$ cat config.mk
export PLATFORM = sky130hd
export DESIGN_NAME = counter_array_timebase
export DESIGN_NICKNAME = d
export VERILOG_FILES = /design/src/timebase_pkg.sv /design/src/tick_divider.sv /design/src/sync_edge.sv /design/src/counter_array_timebase.sv
export VERILOG_INCLUDE_DIRS = /design/src
export SDC_FILE = /design/constraint.sdc
export NUM_CORES = 1
export LEC_CHECK = 0
export BUFFER_PORTS_ARGS = -buffer_cell sky130_fd_sc_hd__buf_2
export CAP_MARGIN = 10
export CELL_PAD_IN_SITES_DETAIL_PLACEMENT = 1
export CELL_PAD_IN_SITES_GLOBAL_PLACEMENT = 1
export CORE_ASPECT_RATIO = 0.9
export CORE_MARGIN = 4
export CORE_UTILIZATION = 38
export DETAILED_ROUTE_END_ITERATION = 7
export PLACE_DENSITY_LB_ADDON = 0.1
export SETUP_SLACK_MARGIN = 0.4
export SYNTH_ARGS = -nofsm -noshare
export SYNTH_HDL_FRONTEND = slang
export SYNTH_SLANG_ARGS = --single-unit
$ cat constraint.sdc
create_clock -name pclk -period 2.7 [get_ports pclk]
set_input_delay 0.135 -clock pclk [delete_from_list [all_inputs] [get_ports pclk]]
set_output_delay 0.135 -clock pclk [all_outputs]
set_load 0.01 [all_outputs]
$ cat src/timebase_defines.svh
// register offsets, field positions, reset values and counts for the counter array
`ifndef TIMEBASE_DEFINES_SVH
`define TIMEBASE_DEFINES_SVH

// ****************************************************************
// register byte addresses
// ****************************************************************
`define REG_COUNT_LOW 8'h00
`define REG_COUNT_HIGH 8'h04
`define REG_MODE 8'h08
`define REG_STATUS 8'h0C
`define REG_MASK 8'h10
`define REG_ROUTE 8'h14

// ****************************************************************
// field positions
// ****************************************************************
`define MODE_TB_LSB 1
`define MODE_TB_MSB 3
`define MODE_WDT_BIT 6
`define MODE_IDLE_BIT 7
`define STAT_OVF_BIT 0
`define BYTE_MSB 7
`define ROUTE_MSB 2

// ****************************************************************
// reset values and constants
// ****************************************************************
`define MODE_RST 8'h40
`define COUNT_RST 16'h0000
`define COUNT_MAX 16'hFFFF
`define COUNT_ONE 16'h0001
`define BYTE_ZERO 8'h00
`define ROUTE_RST 3'h0
`define ZERO24 24'h00_0000
`define ZERO32 32'h0000_0000
`define ZERO29 29'h0000_0000
`define ZERO31 31'h0000_0000

// ****************************************************************
// prescaler ratios
// ****************************************************************
`define DIV_SLOW 12
`define DIV_FAST 4

`endif

$ cat src/timebase_pkg.sv
// types shared by the counter array timebase
package timebase_pkg;

   // ****************************************************************
   // timebase select codes
   // ****************************************************************
   typedef enum logic [2:0] {
      TB_DIV12 = 3'h0,
      TB_DIV4 = 3'h1,
      TB_TMR0 = 3'h2,
      TB_EXT_FALL = 3'h3,
      TB_SYSCLK = 3'h4,
      TB_XOSC8 = 3'h5,
      TB_RTC8 = 3'h6,
      TB_RSVD = 3'h7
   } timebase_t;

   // ****************************************************************
   // mode register fields
   // ****************************************************************
   typedef struct packed {
      logic idle_halt_select;
      logic module_two_watchdog;
      logic spare;
      logic spare2;
      timebase_t timebase_select;
      logic spare3;
   } mode_t;

   // ****************************************************************
   // one synchronised input, with its edges
   // ****************************************************************
   typedef struct packed {
      logic level;
      logic rise;
      logic fall;
   } edge_t;

endpackage : timebase_pkg

$ cat src/tick_divider.sv
// fixed-ratio prescaler giving one-cycle ticks
`timescale 1ns/100ps
module tick_divider #(
   parameter int DIV = 4
) (
   input wire logic pclk,
   input wire logic presetn,
   output logic tick
);
   localparam logic [3:0] LAST = 4'(DIV - 1);
   logic [3:0] cnt_r;

   // free running so a source switch lands on a steady phase
   always_ff @(posedge pclk or negedge presetn) begin
      if (!presetn) begin
         cnt_r <= 4'h0;
      end else if (cnt_r == LAST) begin
         cnt_r <= 4'h0;
      end else begin
         cnt_r <= cnt_r + 4'h1;
      end
   end

   assign tick = (cnt_r == LAST);

endmodule : tick_divider

$ cat src/sync_edge.sv
// two-flop synchroniser with edge detection
`timescale 1ns/100ps
module sync_edge
   import timebase_pkg::*;
(
   input wire logic pclk,
   input wire logic presetn,
   input wire logic din,
   output edge_t sig
);
   logic s1_r;
   logic s2_r;
   logic s3_r;

   // s1 feeds s2 only; edges come from s2 against s3
   always_ff @(posedge pclk or negedge presetn) begin
      if (!presetn) begin
         s1_r <= 1'b0;
         s2_r <= 1'b0;
         s3_r <= 1'b0;
      end else begin
         s1_r <= din;
         s2_r <= s1_r;
         s3_r <= s2_r;
      end
   end

   assign sig.level = s2_r;
   assign sig.rise = s2_r & ~s3_r;
   assign sig.fall = s3_r & ~s2_r;

endmodule : sync_edge

$ cat src/counter_array_timebase.sv
// 16-bit counter array timebase with apb registers
//
// Function
// - 16-bit count as two byte registers
// - low read snapshots high; high read returns it
// - count reads never disturb counting
// - wrap from max to zero sets flag
// - irq when flag set and enabled
// - flag stays until software clears it
// - idle halt bit zero keeps counting in idle
// - codes pick div12, div4, timer0, sysclk
// - code 3 counts external falling edges
// - code 5 counts synced oscillator/8 edges
// - code 6 counts synced rtc/8 edges
// - count shared; module lines routed when enabled
// - watchdog on after reset, locks mode writes except to the watchdog bit itself
`include "timebase_defines.svh"
`timescale 1ns/100ps
module counter_array_timebase
   import timebase_pkg::*;
(
   input wire logic pclk,
   input wire logic presetn,
   input wire logic psel,
   input wire logic penable,
   input wire logic pwrite,
   input wire logic [7:0] paddr,
   input wire logic [31:0] pwdata,
   output logic [31:0] prdata,
   output logic pready,
   output logic pslverr,
   input wire logic cpu_idle,
   input wire logic timer0_overflow,
   input wire logic ext_count_input,
   input wire logic ext_osc_div8,
   input wire logic rtc_osc_div8,
   input wire logic [2:0] module_io_out,
   input wire logic [2:0] module_io_drive,
   output logic [2:0] module_io_pin_o,
   output logic [2:0] module_io_pin_oe_n,
   output logic [15:0] count_value,
   output logic module_two_watchdog,
   output logic irq
);

   // ****************************************************************
   // state
   // ****************************************************************
   logic [15:0] count_r;
   logic [15:0] count_nxt;
   logic [7:0] snap_r;
   mode_t mode_r;
   mode_t mode_nxt;
   logic ovf_flag_r;
   logic ovf_flag_nxt;
   logic ovf_mask_r;
   logic [2:0] route_r;
   logic [31:0] prdata_r;
   logic pslverr_r;
   logic [2:0] pin_o_r;
   logic [2:0] pin_oe_n_r;
   logic setup;
   logic wr;
   logic tick_slow;
   logic tick_fast;
   logic tick_sel;
   logic halt;
   logic inc;
   logic ovf_evt;
   logic flag_clr;
   edge_t ext_e;
   edge_t xosc_e;
   edge_t rtc_e;

   // ****************************************************************
   // apb decode
   // ****************************************************************
   // zero wait states: read data are latched in the setup cycle
   assign setup = psel & ~penable;
   assign wr = psel & penable & pwrite;
   assign pready = 1'b1;
   assign prdata = prdata_r;
   assign pslverr = pslverr_r;

   always_ff @(posedge pclk or negedge presetn) begin
      if (!presetn) begin
         prdata_r <= `ZERO32;
         pslverr_r <= 1'b0;
      end else if (setup) begin
         pslverr_r <= 1'b0;
         case (paddr)
            `REG_COUNT_LOW: prdata_r <= {`ZERO24, count_r[7:0]};
            `REG_COUNT_HIGH: prdata_r <= {`ZERO24, snap_r};
            `REG_MODE: prdata_r <= {`ZERO24, mode_r};
            `REG_STATUS: prdata_r <= {`ZERO31, ovf_flag_r};
            `REG_MASK: prdata_r <= {`ZERO31, ovf_mask_r};
            `REG_ROUTE: prdata_r <= {`ZERO29, route_r};
            default: begin
               prdata_r <= `ZERO32;
               pslverr_r <= 1'b1;
            end
         endcase
      end
   end

   // ****************************************************************
   // snapshot of the high byte
   // ****************************************************************
   // taken in the same cycle as the low byte, so the pair is coherent
   always_ff @(posedge pclk or negedge presetn) begin
      if (!presetn) begin
         snap_r <= `BYTE_ZERO;
      end else if (setup && !pwrite && paddr == `REG_COUNT_LOW) begin
         snap_r <= count_r[15:8];
      end
   end

   // ****************************************************************
   // timebase sources
   // ****************************************************************
   tick_divider #(.DIV(`DIV_SLOW)) u_div_slow (
      .pclk(pclk),
      .presetn(presetn),
      .tick(tick_slow)
   );

   tick_divider #(.DIV(`DIV_FAST)) u_div_fast (
      .pclk(pclk),
      .presetn(presetn),
      .tick(tick_fast)
   );

   // external pin edges faster than sysclk/4 may merge
   sync_edge u_ext (
      .pclk(pclk),
      .presetn(presetn),
      .din(ext_count_input),
      .sig(ext_e)
   );

   sync_edge u_xosc (
      .pclk(pclk),
      .presetn(presetn),
      .din(ext_osc_div8),
      .sig(xosc_e)
   );

   sync_edge u_rtc (
      .pclk(pclk),
      .presetn(presetn),
      .din(rtc_osc_div8),
      .sig(rtc_e)
   );

   always_comb begin
      case (mode_r.timebase_select)
         TB_DIV12: tick_sel = tick_slow;
         TB_DIV4: tick_sel = tick_fast;
         TB_TMR0: tick_sel = timer0_overflow;
         TB_EXT_FALL: tick_sel = ext_e.fall;
         TB_SYSCLK: tick_sel = 1'b1;
         TB_XOSC8: tick_sel = xosc_e.rise;
         TB_RTC8: tick_sel = rtc_e.rise;
         TB_RSVD: tick_sel = 1'b0;
         default: tick_sel = 1'b0;
      endcase
   end

   // idle only stops the count when software asked for it
   assign halt = cpu_idle & mode_r.idle_halt_select;
   assign inc = tick_sel & ~halt;

   // ****************************************************************
   // counter
   // ****************************************************************
   always_comb begin
      count_nxt = count_r;
      ovf_evt = 1'b0;
      if (wr && paddr == `REG_COUNT_LOW) begin
         count_nxt[7:0] = pwdata[`BYTE_MSB:0];
      end else if (wr && paddr == `REG_COUNT_HIGH) begin
         count_nxt[15:8] = pwdata[`BYTE_MSB:0];
      end else if (inc) begin
         // reads still reach here: only writes override counting
         count_nxt = count_r + `COUNT_ONE;
         ovf_evt = (count_r == `COUNT_MAX);
      end
   end

   always_ff @(posedge pclk or negedge presetn) begin
      if (!presetn) begin
         count_r <= `COUNT_RST;
      end else begin
         count_r <= count_nxt;
      end
   end

   assign count_value = count_r;

   // ****************************************************************
   // mode register and watchdog lock
   // ****************************************************************
   always_comb begin
      mode_nxt = mode_r;
      if (wr && paddr == `REG_MODE) begin
         if (mode_r.module_two_watchdog) begin
            // locked: only the watchdog bit itself may change
            mode_nxt.module_two_watchdog = pwdata[`MODE_WDT_BIT];
         end else begin
            mode_nxt = mode_t'(pwdata[`BYTE_MSB:0]);
         end
      end
      mode_nxt.spare = 1'b0;
      mode_nxt.spare2 = 1'b0;
      mode_nxt.spare3 = 1'b0;
   end

   always_ff @(posedge pclk or negedge presetn) begin
      if (!presetn) begin
         mode_r <= mode_t'(`MODE_RST);
      end else begin
         mode_r <= mode_nxt;
      end
   end

   assign module_two_watchdog = mode_r.module_two_watchdog;

   // ****************************************************************
   // overflow flag, mask and interrupt
   // ****************************************************************
   assign flag_clr = wr && paddr == `REG_STATUS && pwdata[`STAT_OVF_BIT];
   // a wrap in the clearing cycle wins over the clear
   assign ovf_flag_nxt = (ovf_flag_r & ~flag_clr) | ovf_evt;

   always_ff @(posedge pclk or negedge presetn) begin
      if (!presetn) begin
         ovf_flag_r <= 1'b0;
      end else begin
         ovf_flag_r <= ovf_flag_nxt;
      end
   end

   always_ff @(posedge pclk or negedge presetn) begin
      if (!presetn) begin
         ovf_mask_r <= 1'b0;
      end else if (wr && paddr == `REG_MASK) begin
         ovf_mask_r <= pwdata[`STAT_OVF_BIT];
      end
   end

   // no hardware acknowledge path: servicing leaves the flag set
   assign irq = ovf_flag_r & ovf_mask_r;

   // ****************************************************************
   // module line routing
   // ****************************************************************
   always_ff @(posedge pclk or negedge presetn) begin
      if (!presetn) begin
         route_r <= `ROUTE_RST;
      end else if (wr && paddr == `REG_ROUTE) begin
         route_r <= pwdata[`ROUTE_MSB:0];
      end
   end

   always_ff @(posedge pclk or negedge presetn) begin
      if (!presetn) begin
         pin_o_r <= 3'h0;
         pin_oe_n_r <= 3'h7;
      end else begin
         pin_o_r <= module_io_out;
         pin_oe_n_r <= ~(route_r & module_io_drive);
      end
   end

   assign module_io_pin_o = pin_o_r;
   assign module_io_pin_oe_n = pin_oe_n_r;
endmodule : counter_array_timebase

==> results by group, run 1 <==
Synth
  • Yosys cell types: 45
  • Main synth FF type: dfrtp_1
  • Top cells by area, synth: dfrtp_1, mux2_2, buf_4, nand2_1, dfstp_2
  • Most common cell in the synthesized netlist: dfrtp_1
  • Synth Warn #: 0
  • Most common library cells after synthesis: dfrtp_1, nand2_1, nor2_1, buf_4, mux2_2
  • Mapped cell area: 3299 um^2
  • Post-synthesis sequential area ratio: 50.21%
  • Post-synth top area share: 47.02%
  • Post-synth ARST share: 100.0%
  • Flops & latches, synth: 66
  • EDFF count, synth: 0
  • Post-Synthesis Cells: 320
  • Largest area contributor in the netlist: dfrtp_1
  • Syn Area/Cell: 10.31 um^2

CTS
  • Cts bufs inserted: 9
  • Reg clk slew, reported paths: 0.07 ns
  • CTS tree: done
  • Max clock buf depth: 2
  • Worst-skew pair later-pin latency: 0.35 ns
  • CTS root buffer: clkbuf_8
  • Clock Sinks: 66
  • H-tree depth: 3

Min path
  • Hold/Removal Path Class: in -> async

GRT
  • Initial antenna violation count: 0
  • GRT Util Overall: 18.28%
  • First-pass GRT wire length: 14300 um
  • Vias in the first global route: 2734
  • Largest net degree at the start of global routing: 67
  • Grt ovf: 0

Worst setup path
  • Worst-path maximum fanout: 5
  • R2r startpoint: u_div_fast.cnt_r[1]
  • Critical path capture point type: register
  • Worst path cell trace: ha_2 > nor3b_4 > a21o_1 > a222oi_1 > buf_4 > buf_4 > or3_1 > o41ai_2
  • R2R setup slack: 0.50 ns
  • Worst r2r dst: ovf_flag_r
  • Worst path most repeated cell: buf_4
  • CP Depth: 8
  • CP Buf/Inv Count: 2
  • Critical path type: reg -> reg
  • Worst endpoint data arrival time: 2.44 ns
  • Worst r2r path cells: 8
  • CP required: 2.94 ns
  • Startpoint types: register
  • Critical path's slowest cell: or3_1
  • Crit path largest cell delay: 0.43 ns
  • Cell family with most CP delay: simple AND/OR/NAND/NOR gates

Final layout
  • Layout cell share with drive strength beyond 1: 31.20%
  • Area delta synth->final: 25.60%
  • Ant diodes: 0
  • Final #Nets: 461
  • Final Util: 50.16%

Timing
  • Max Fclk: 454.8 MHz
  • Clk_skew: 0.01268 ns
  • Final hold slack: -0.02846 ns
  • Crit share post-route: 81.43%
  • Fin crit period: 2.199 ns
  • Final hold violations: 28
  • Max-slew violations: 0
  • Relative slew margins: 43.88%
  • Final Setup Violations: 0
  • RSZ-0062 raised after global routing: no
  • Slew @ Worst Pin: 0.8419 ns
  • Setup_tns: 0 ns

Run status
  • Failing checks: negative hold slack
  • Status: finished with violations

Routing
  • Via Count: 2682
  • DR WL/cell: 17.46 um
  • Metal2 WL: 4068 um
  • Final ANT Viol Nets: 0
  • Vias per cell: 5.138
  • 1st-iter DRT viols: 185
  • Top layer in use: met4
  • Drt drc: 0
  • Wire length on met3: 474 um
  • Router iterations before antenna repair: 4
  • Routed metal-1 wirelength: 4454 um
  • Routed WL: 9113 um

Pwr
  • Power per cell area: 599.2 nW/um^2
  • Pleak: 1.902 nW
  • VDD IR-drop max: 433.7 uV

Floorplan
  • Cell Rows: 31
  • Die Span X: 106.2 um
  • Core area: 8262 um^2
  • Die height: 96.40 um
  • Die area: 10240 um^2
  • IO Count: 114
  • Starting Density: 39.94%

Flow run
  • Max_cap viols: 0

Placement
  • Post-DP HPWL: 6485 um
  • GP Congestion: 0.9382
  • Port bufs: 64
power by group:
| group | internal, W | leakage [nW] | switching [W] | total (W) |
|---|---|---|---|---|
| registers | 0.00103 | 0.859 | 0.0000695 | 0.00110 |
| logic | 0.000105 | 0.906 | 0.000139 | 0.000243 |
| clock network | 0.000736 | 0.137 | 0.000402 | 0.00114 |
flip-flops by register name, summed over array words and instances, names as in the netlist, 3 cells and up:
signal and cells:
mode_r 4, module_io_pin_oe_n 3, u_div_fast.cnt_r 4, u_div_slow.cnt_r 4, route_r 3, snap_r 8
prdata 8, module_io_pin_o 3, count_value 16
kinds of logic (layout without fill, tap and decap cells):
family	after synthesis	in the layout	synth area share (%)
simple gates	112	112	17.48
flops	66	66	50.21
compound gates	59	59	12.06
buf+inv	43	107	7.926
mux	26	26	8.570
xor+xnor	9	9	2.389
fa+ha+maj	3	3	1.138
other cells	2	25	0.2276
area by class of cell:
cell class | instances | area [um^2]
clock buffer | 10 | 137.6
clock inverter | 6 | 137.6
fill | 939 | 4118
inverter | 5 | 18.77
multi-input combinational | 234 | 1538
sequential | 66 | 1657
tap | 115 | 143.9
timing repair buffer | 86 | 511.7
metal layers:
metal | up-vias | global-route usage [%]
met2 | 81 | 28.16
met3 | 10 | 4.784
met5 | - | 0
met4 | 0 | 4.639
met1 | 1324 | 25.81
li1 | 1267 | -
timing repair:
| action | CTS | global route |
|---|---|---|
| setup endpoints to repair | 0 | 12 |
| hold buffers | 9 | 0 |
| endpoints found under the hold margin | 9 | 0 |
| resized for setup | 0 | 12 |
| setup buffers | 0 | 5 |
cells in the final DEF (no fill, tap or decap), drive strengths merged, types with 7 or more instances in the layout:
master       synthesis  layout
xnor2                8       8
clkbuf               8      10
dfrtp               62      62
nand2b               7       7
conb                 2      25
nand3                7       7
nor2                26      26
nor4                 7       7
dlygate4sd3          0       9
o21ai               15      15
buf                 30      76
mux2                18      18
mux2i                8       8
nand2               31      31
nor3                10      10
per-stage QoR:
| stage | hold WS (ns) | instance area [um^2] | setup WS, ns | power (W) | std cells |
|---|---|---|---|---|---|
| finish | -0.02846 | 4144 | 0.5013 | 0.002483 | 522 |
| global route | 0.02522 | 4144 | 0.3602 | 0.002597 | 522 |
| CTS | 0.01343 | 4025 | 0.4299 | 0.002512 | 516 |
| detailed placement | 0.2455 | 3660 | 0.4083 | 0.001347 | 491 |
| global placement | 0.2423 | 3660 | 0.4177 | 0.001340 | 491 |
| floorplan | -0.1606 | 3386 | 0.5589 | 0.001244 | 343 |
how the worst max path moves through the flow:
stage | to | start
2_1_floorplan | count_value[9] | u_div_fast.cnt_r[0]
3_3_place_gp | ovf_flag_r | u_div_fast.cnt_r[0]
3_5_place_dp | snap_r[5] | paddr[5]
4_1_cts | ovf_flag_r | u_div_fast.cnt_r[0]
5_1_grt | ovf_flag_r | u_div_fast.cnt_r[1]
6_report | ovf_flag_r | u_div_fast.cnt_r[1]
Note: power is estimated with default switching activity, not from simulation.
==> run 2: changes to the inputs <==
==> constraint.sdc (replaced) <==
create_clock -name pclk -period 2.25 [get_ports pclk]
set_input_delay 0.1125 -clock pclk [delete_from_list [all_inputs] [get_ports pclk]]
set_output_delay 0.1125 -clock pclk [all_outputs]
set_load 0.01 [all_outputs]
==> results by group, run 2 (same netlist as run 1, synthesis figures left out) <==
Routing
  • Final ANT Viol Nets: 0
  • 1st-iter DRT viols: 167
  • Drt drc: 0
  • Via Count: 2725
  • Router iterations before antenna repair: 4
  • DR WL/cell: 17.66 um
  • Vias per cell: 5.113
  • Routed WL: 9415 um

Worst setup path
  • R2R setup slack: 0.17 ns
  • Cell family with most CP delay: compound AO/OA/AOI/OAI gates
  • Worst r2r path cells: 9
  • Crit path largest cell delay: 0.39 ns
  • Worst setup endpoint: count_value[9]
  • Critical path's slowest cell: dfrtp_1
  • Worst path cell trace: ha_2 > nor3b_4 > a21o_1 > a222oi_1 > buf_4 > buf_4 > nor2_4 > a311oi_2 > a211oi_2
  • Critical path capture point type: register
  • Worst endpoint data arrival time: 2.30 ns
  • R2r startpoint: u_div_fast.cnt_r[0]
  • Startpoint types: register
  • CP Buf/Inv Count: 2
  • CP Depth: 9
  • Worst path most repeated cell: buf_4
  • Worst r2r dst: count_value[9]
  • Critical path type: reg -> reg
  • Worst-path maximum fanout: 9
  • CP required: 2.48 ns
  • CP Launch Point: u_div_fast.cnt_r[0]

Final layout
  • Layout cell share with drive strength beyond 1: 34.93%
  • Ant diodes: 0
  • FILL cells: 928
  • Final Cell Area: 4232 um^2
  • Most frequent cells in the layout: buf_2, dfrtp_1, nand2_1
  • Commonest non-fill, non-tap cell in the layout: buf_2
  • Area delta synth->final: 28.25%
  • Final Util: 51.22%
  • Final #Nets: 472
  • Max reg flops: 16

Timing
  • Final hold violations: 0
  • Final Setup Violations: 0
  • RSZ-0062 raised after global routing: yes
  • Clk_skew: 0.007914 ns
  • Max Fclk: 481.8 MHz
  • Final hold slack: 0.03572 ns
  • Max-slew violations: 0
  • Setup_tns: 0 ns
  • Crit share post-route: 92.24%
  • Slew @ Worst Pin: 0.5884 ns
  • Relative slew margins: 60.77%
  • Fin crit period: 2.075 ns

CTS
  • CTS tree: done
  • H-tree depth: 3
  • Max clock buf depth: 2
  • Worst-skew pair later-pin latency: 0.35 ns
  • CTS root buffer: clkbuf_8
  • Reg clk slew, reported paths: 0.07 ns
  • Clock Sinks: 66
  • Cts bufs inserted: 9

GRT
  • Initial antenna violation count: 0
  • GRT Util Overall: 19.29%
  • Vias in the first global route: 2877
  • Grt ovf: 0
  • First-pass GRT wire length: 15190 um
  • Largest net degree at the start of global routing: 45

Pwr
  • Pleak: 1.943 nW
  • Comb power frac: 12.7%
  • P_sw: 0.0007009 W
  • Pint: 0.001929 W
  • Sw frac: 26.65%
  • VDD IR-drop max: 401.7 uV
  • Power Total: 0.002630 W
  • Power per cell area: 621.5 nW/um^2
  • Sequential share of power: 49.8%
  • Clock group share of total power: 37.5%

Min path
  • Hold/Removal Path Class: in -> reg

Placement
  • Placed Area: 3712 um^2
  • Port bufs: 64
  • GP Congestion: 0.9207
  • Post-DP HPWL: 6732 um

Floorplan
  • Die area: 10240 um^2
  • IO Count: 114
  • Cell Rows: 31
  • Core area: 8262 um^2
  • Die height: 96.40 um
  • Die Span X: 106.2 um
  • Starting Density: 39.94%

Run status
  • Status: finished, final reports clean

Flow run
  • Max_cap viols: 0
## run 2: worst reg2reg max path, stage by stage, from the launching register on
cell and delay, ns:
dfrtp_1 0.39, ha_2 0.18, nor3b_4 0.15, a21o_1 0.16
a222oi_1 0.27, buf_4 0.23, buf_4 0.14, nor2_4 0.06
a311oi_2 0.30, a211oi_2 0.07
## run 2: worst min path at each step
stage              start              to  slack, ns  cells past startpoint
3_5_place_dp     presetn       prdata[5]       0.14                      1
3_3_place_gp     presetn         pslverr       0.14                      1
4_1_cts        pwdata[3]  count_value[3]       0.02                      3
6_report       pwdata[3]  count_value[3]       0.04                      3
5_1_grt        pwdata[2]  count_value[2]       0.05                      3
2_1_floorplan    presetn  count_value[0]      -0.18                      0
## run 2: final cells by class
| cell class | instances | area (um^2) | area share (%) |
|---|---|---|---|
| clock buffer | 13 | 148.9 | 3.519 |
| clock inverter | 3 | 40.04 | 0.9462 |
| inverter | 5 | 18.77 | 0.4435 |
| multi-input combinational | 234 | 1613 | 38.11 |
| sequential | 66 | 1657 | 39.15 |
| tap | 115 | 143.9 | 3.400 |
| timing repair buffer | 97 | 610.6 | 14.43 |
## run 2: what timing repair did
item / CTS / global route
endpoints found under the hold margin: 32 / 0
resized for setup: 17 / 8
hold buffers: 12 / 0
pin swaps: 9 / 4
setup buffers: 8 / 2
setup endpoints to repair: 17 / 17
## run 2: per-layer routing
metal / part of all wire, % / GRT usage (%)
met1: 47 / 26.43
met2: 46 / 30.06
met3: 6.7 / 5.050
met4: 0.79 / 6.149
met5: 0 / 0
## run 2: power groups by stage
| stage | Sequential, W | Combinational [W] | Clock (W) |
|---|---|---|---|
| 2_1_floorplan | 0.00134 | 0.000159 | 0 |
| 3_3_place_gp | 0.00133 | 0.000300 | 0 |
| 3_5_place_dp | 0.00133 | 0.000308 | 0 |
| 4_1_cts | 0.00131 | 0.000331 | 0.00102 |
| 5_1_grt | 0.00132 | 0.000370 | 0.00108 |
| 6_report | 0.00131 | 0.000335 | 0.000987 |
## run 2: stage by stage
step / std cells / worst slack (ns)
floorplan: 343 / 0.2936
global placement: 495 / 0.09244
detailed placement: 495 / 0.01112
CTS: 531 / 0.1597
global route: 533 / 0.04010
finish: 533 / 0.1746
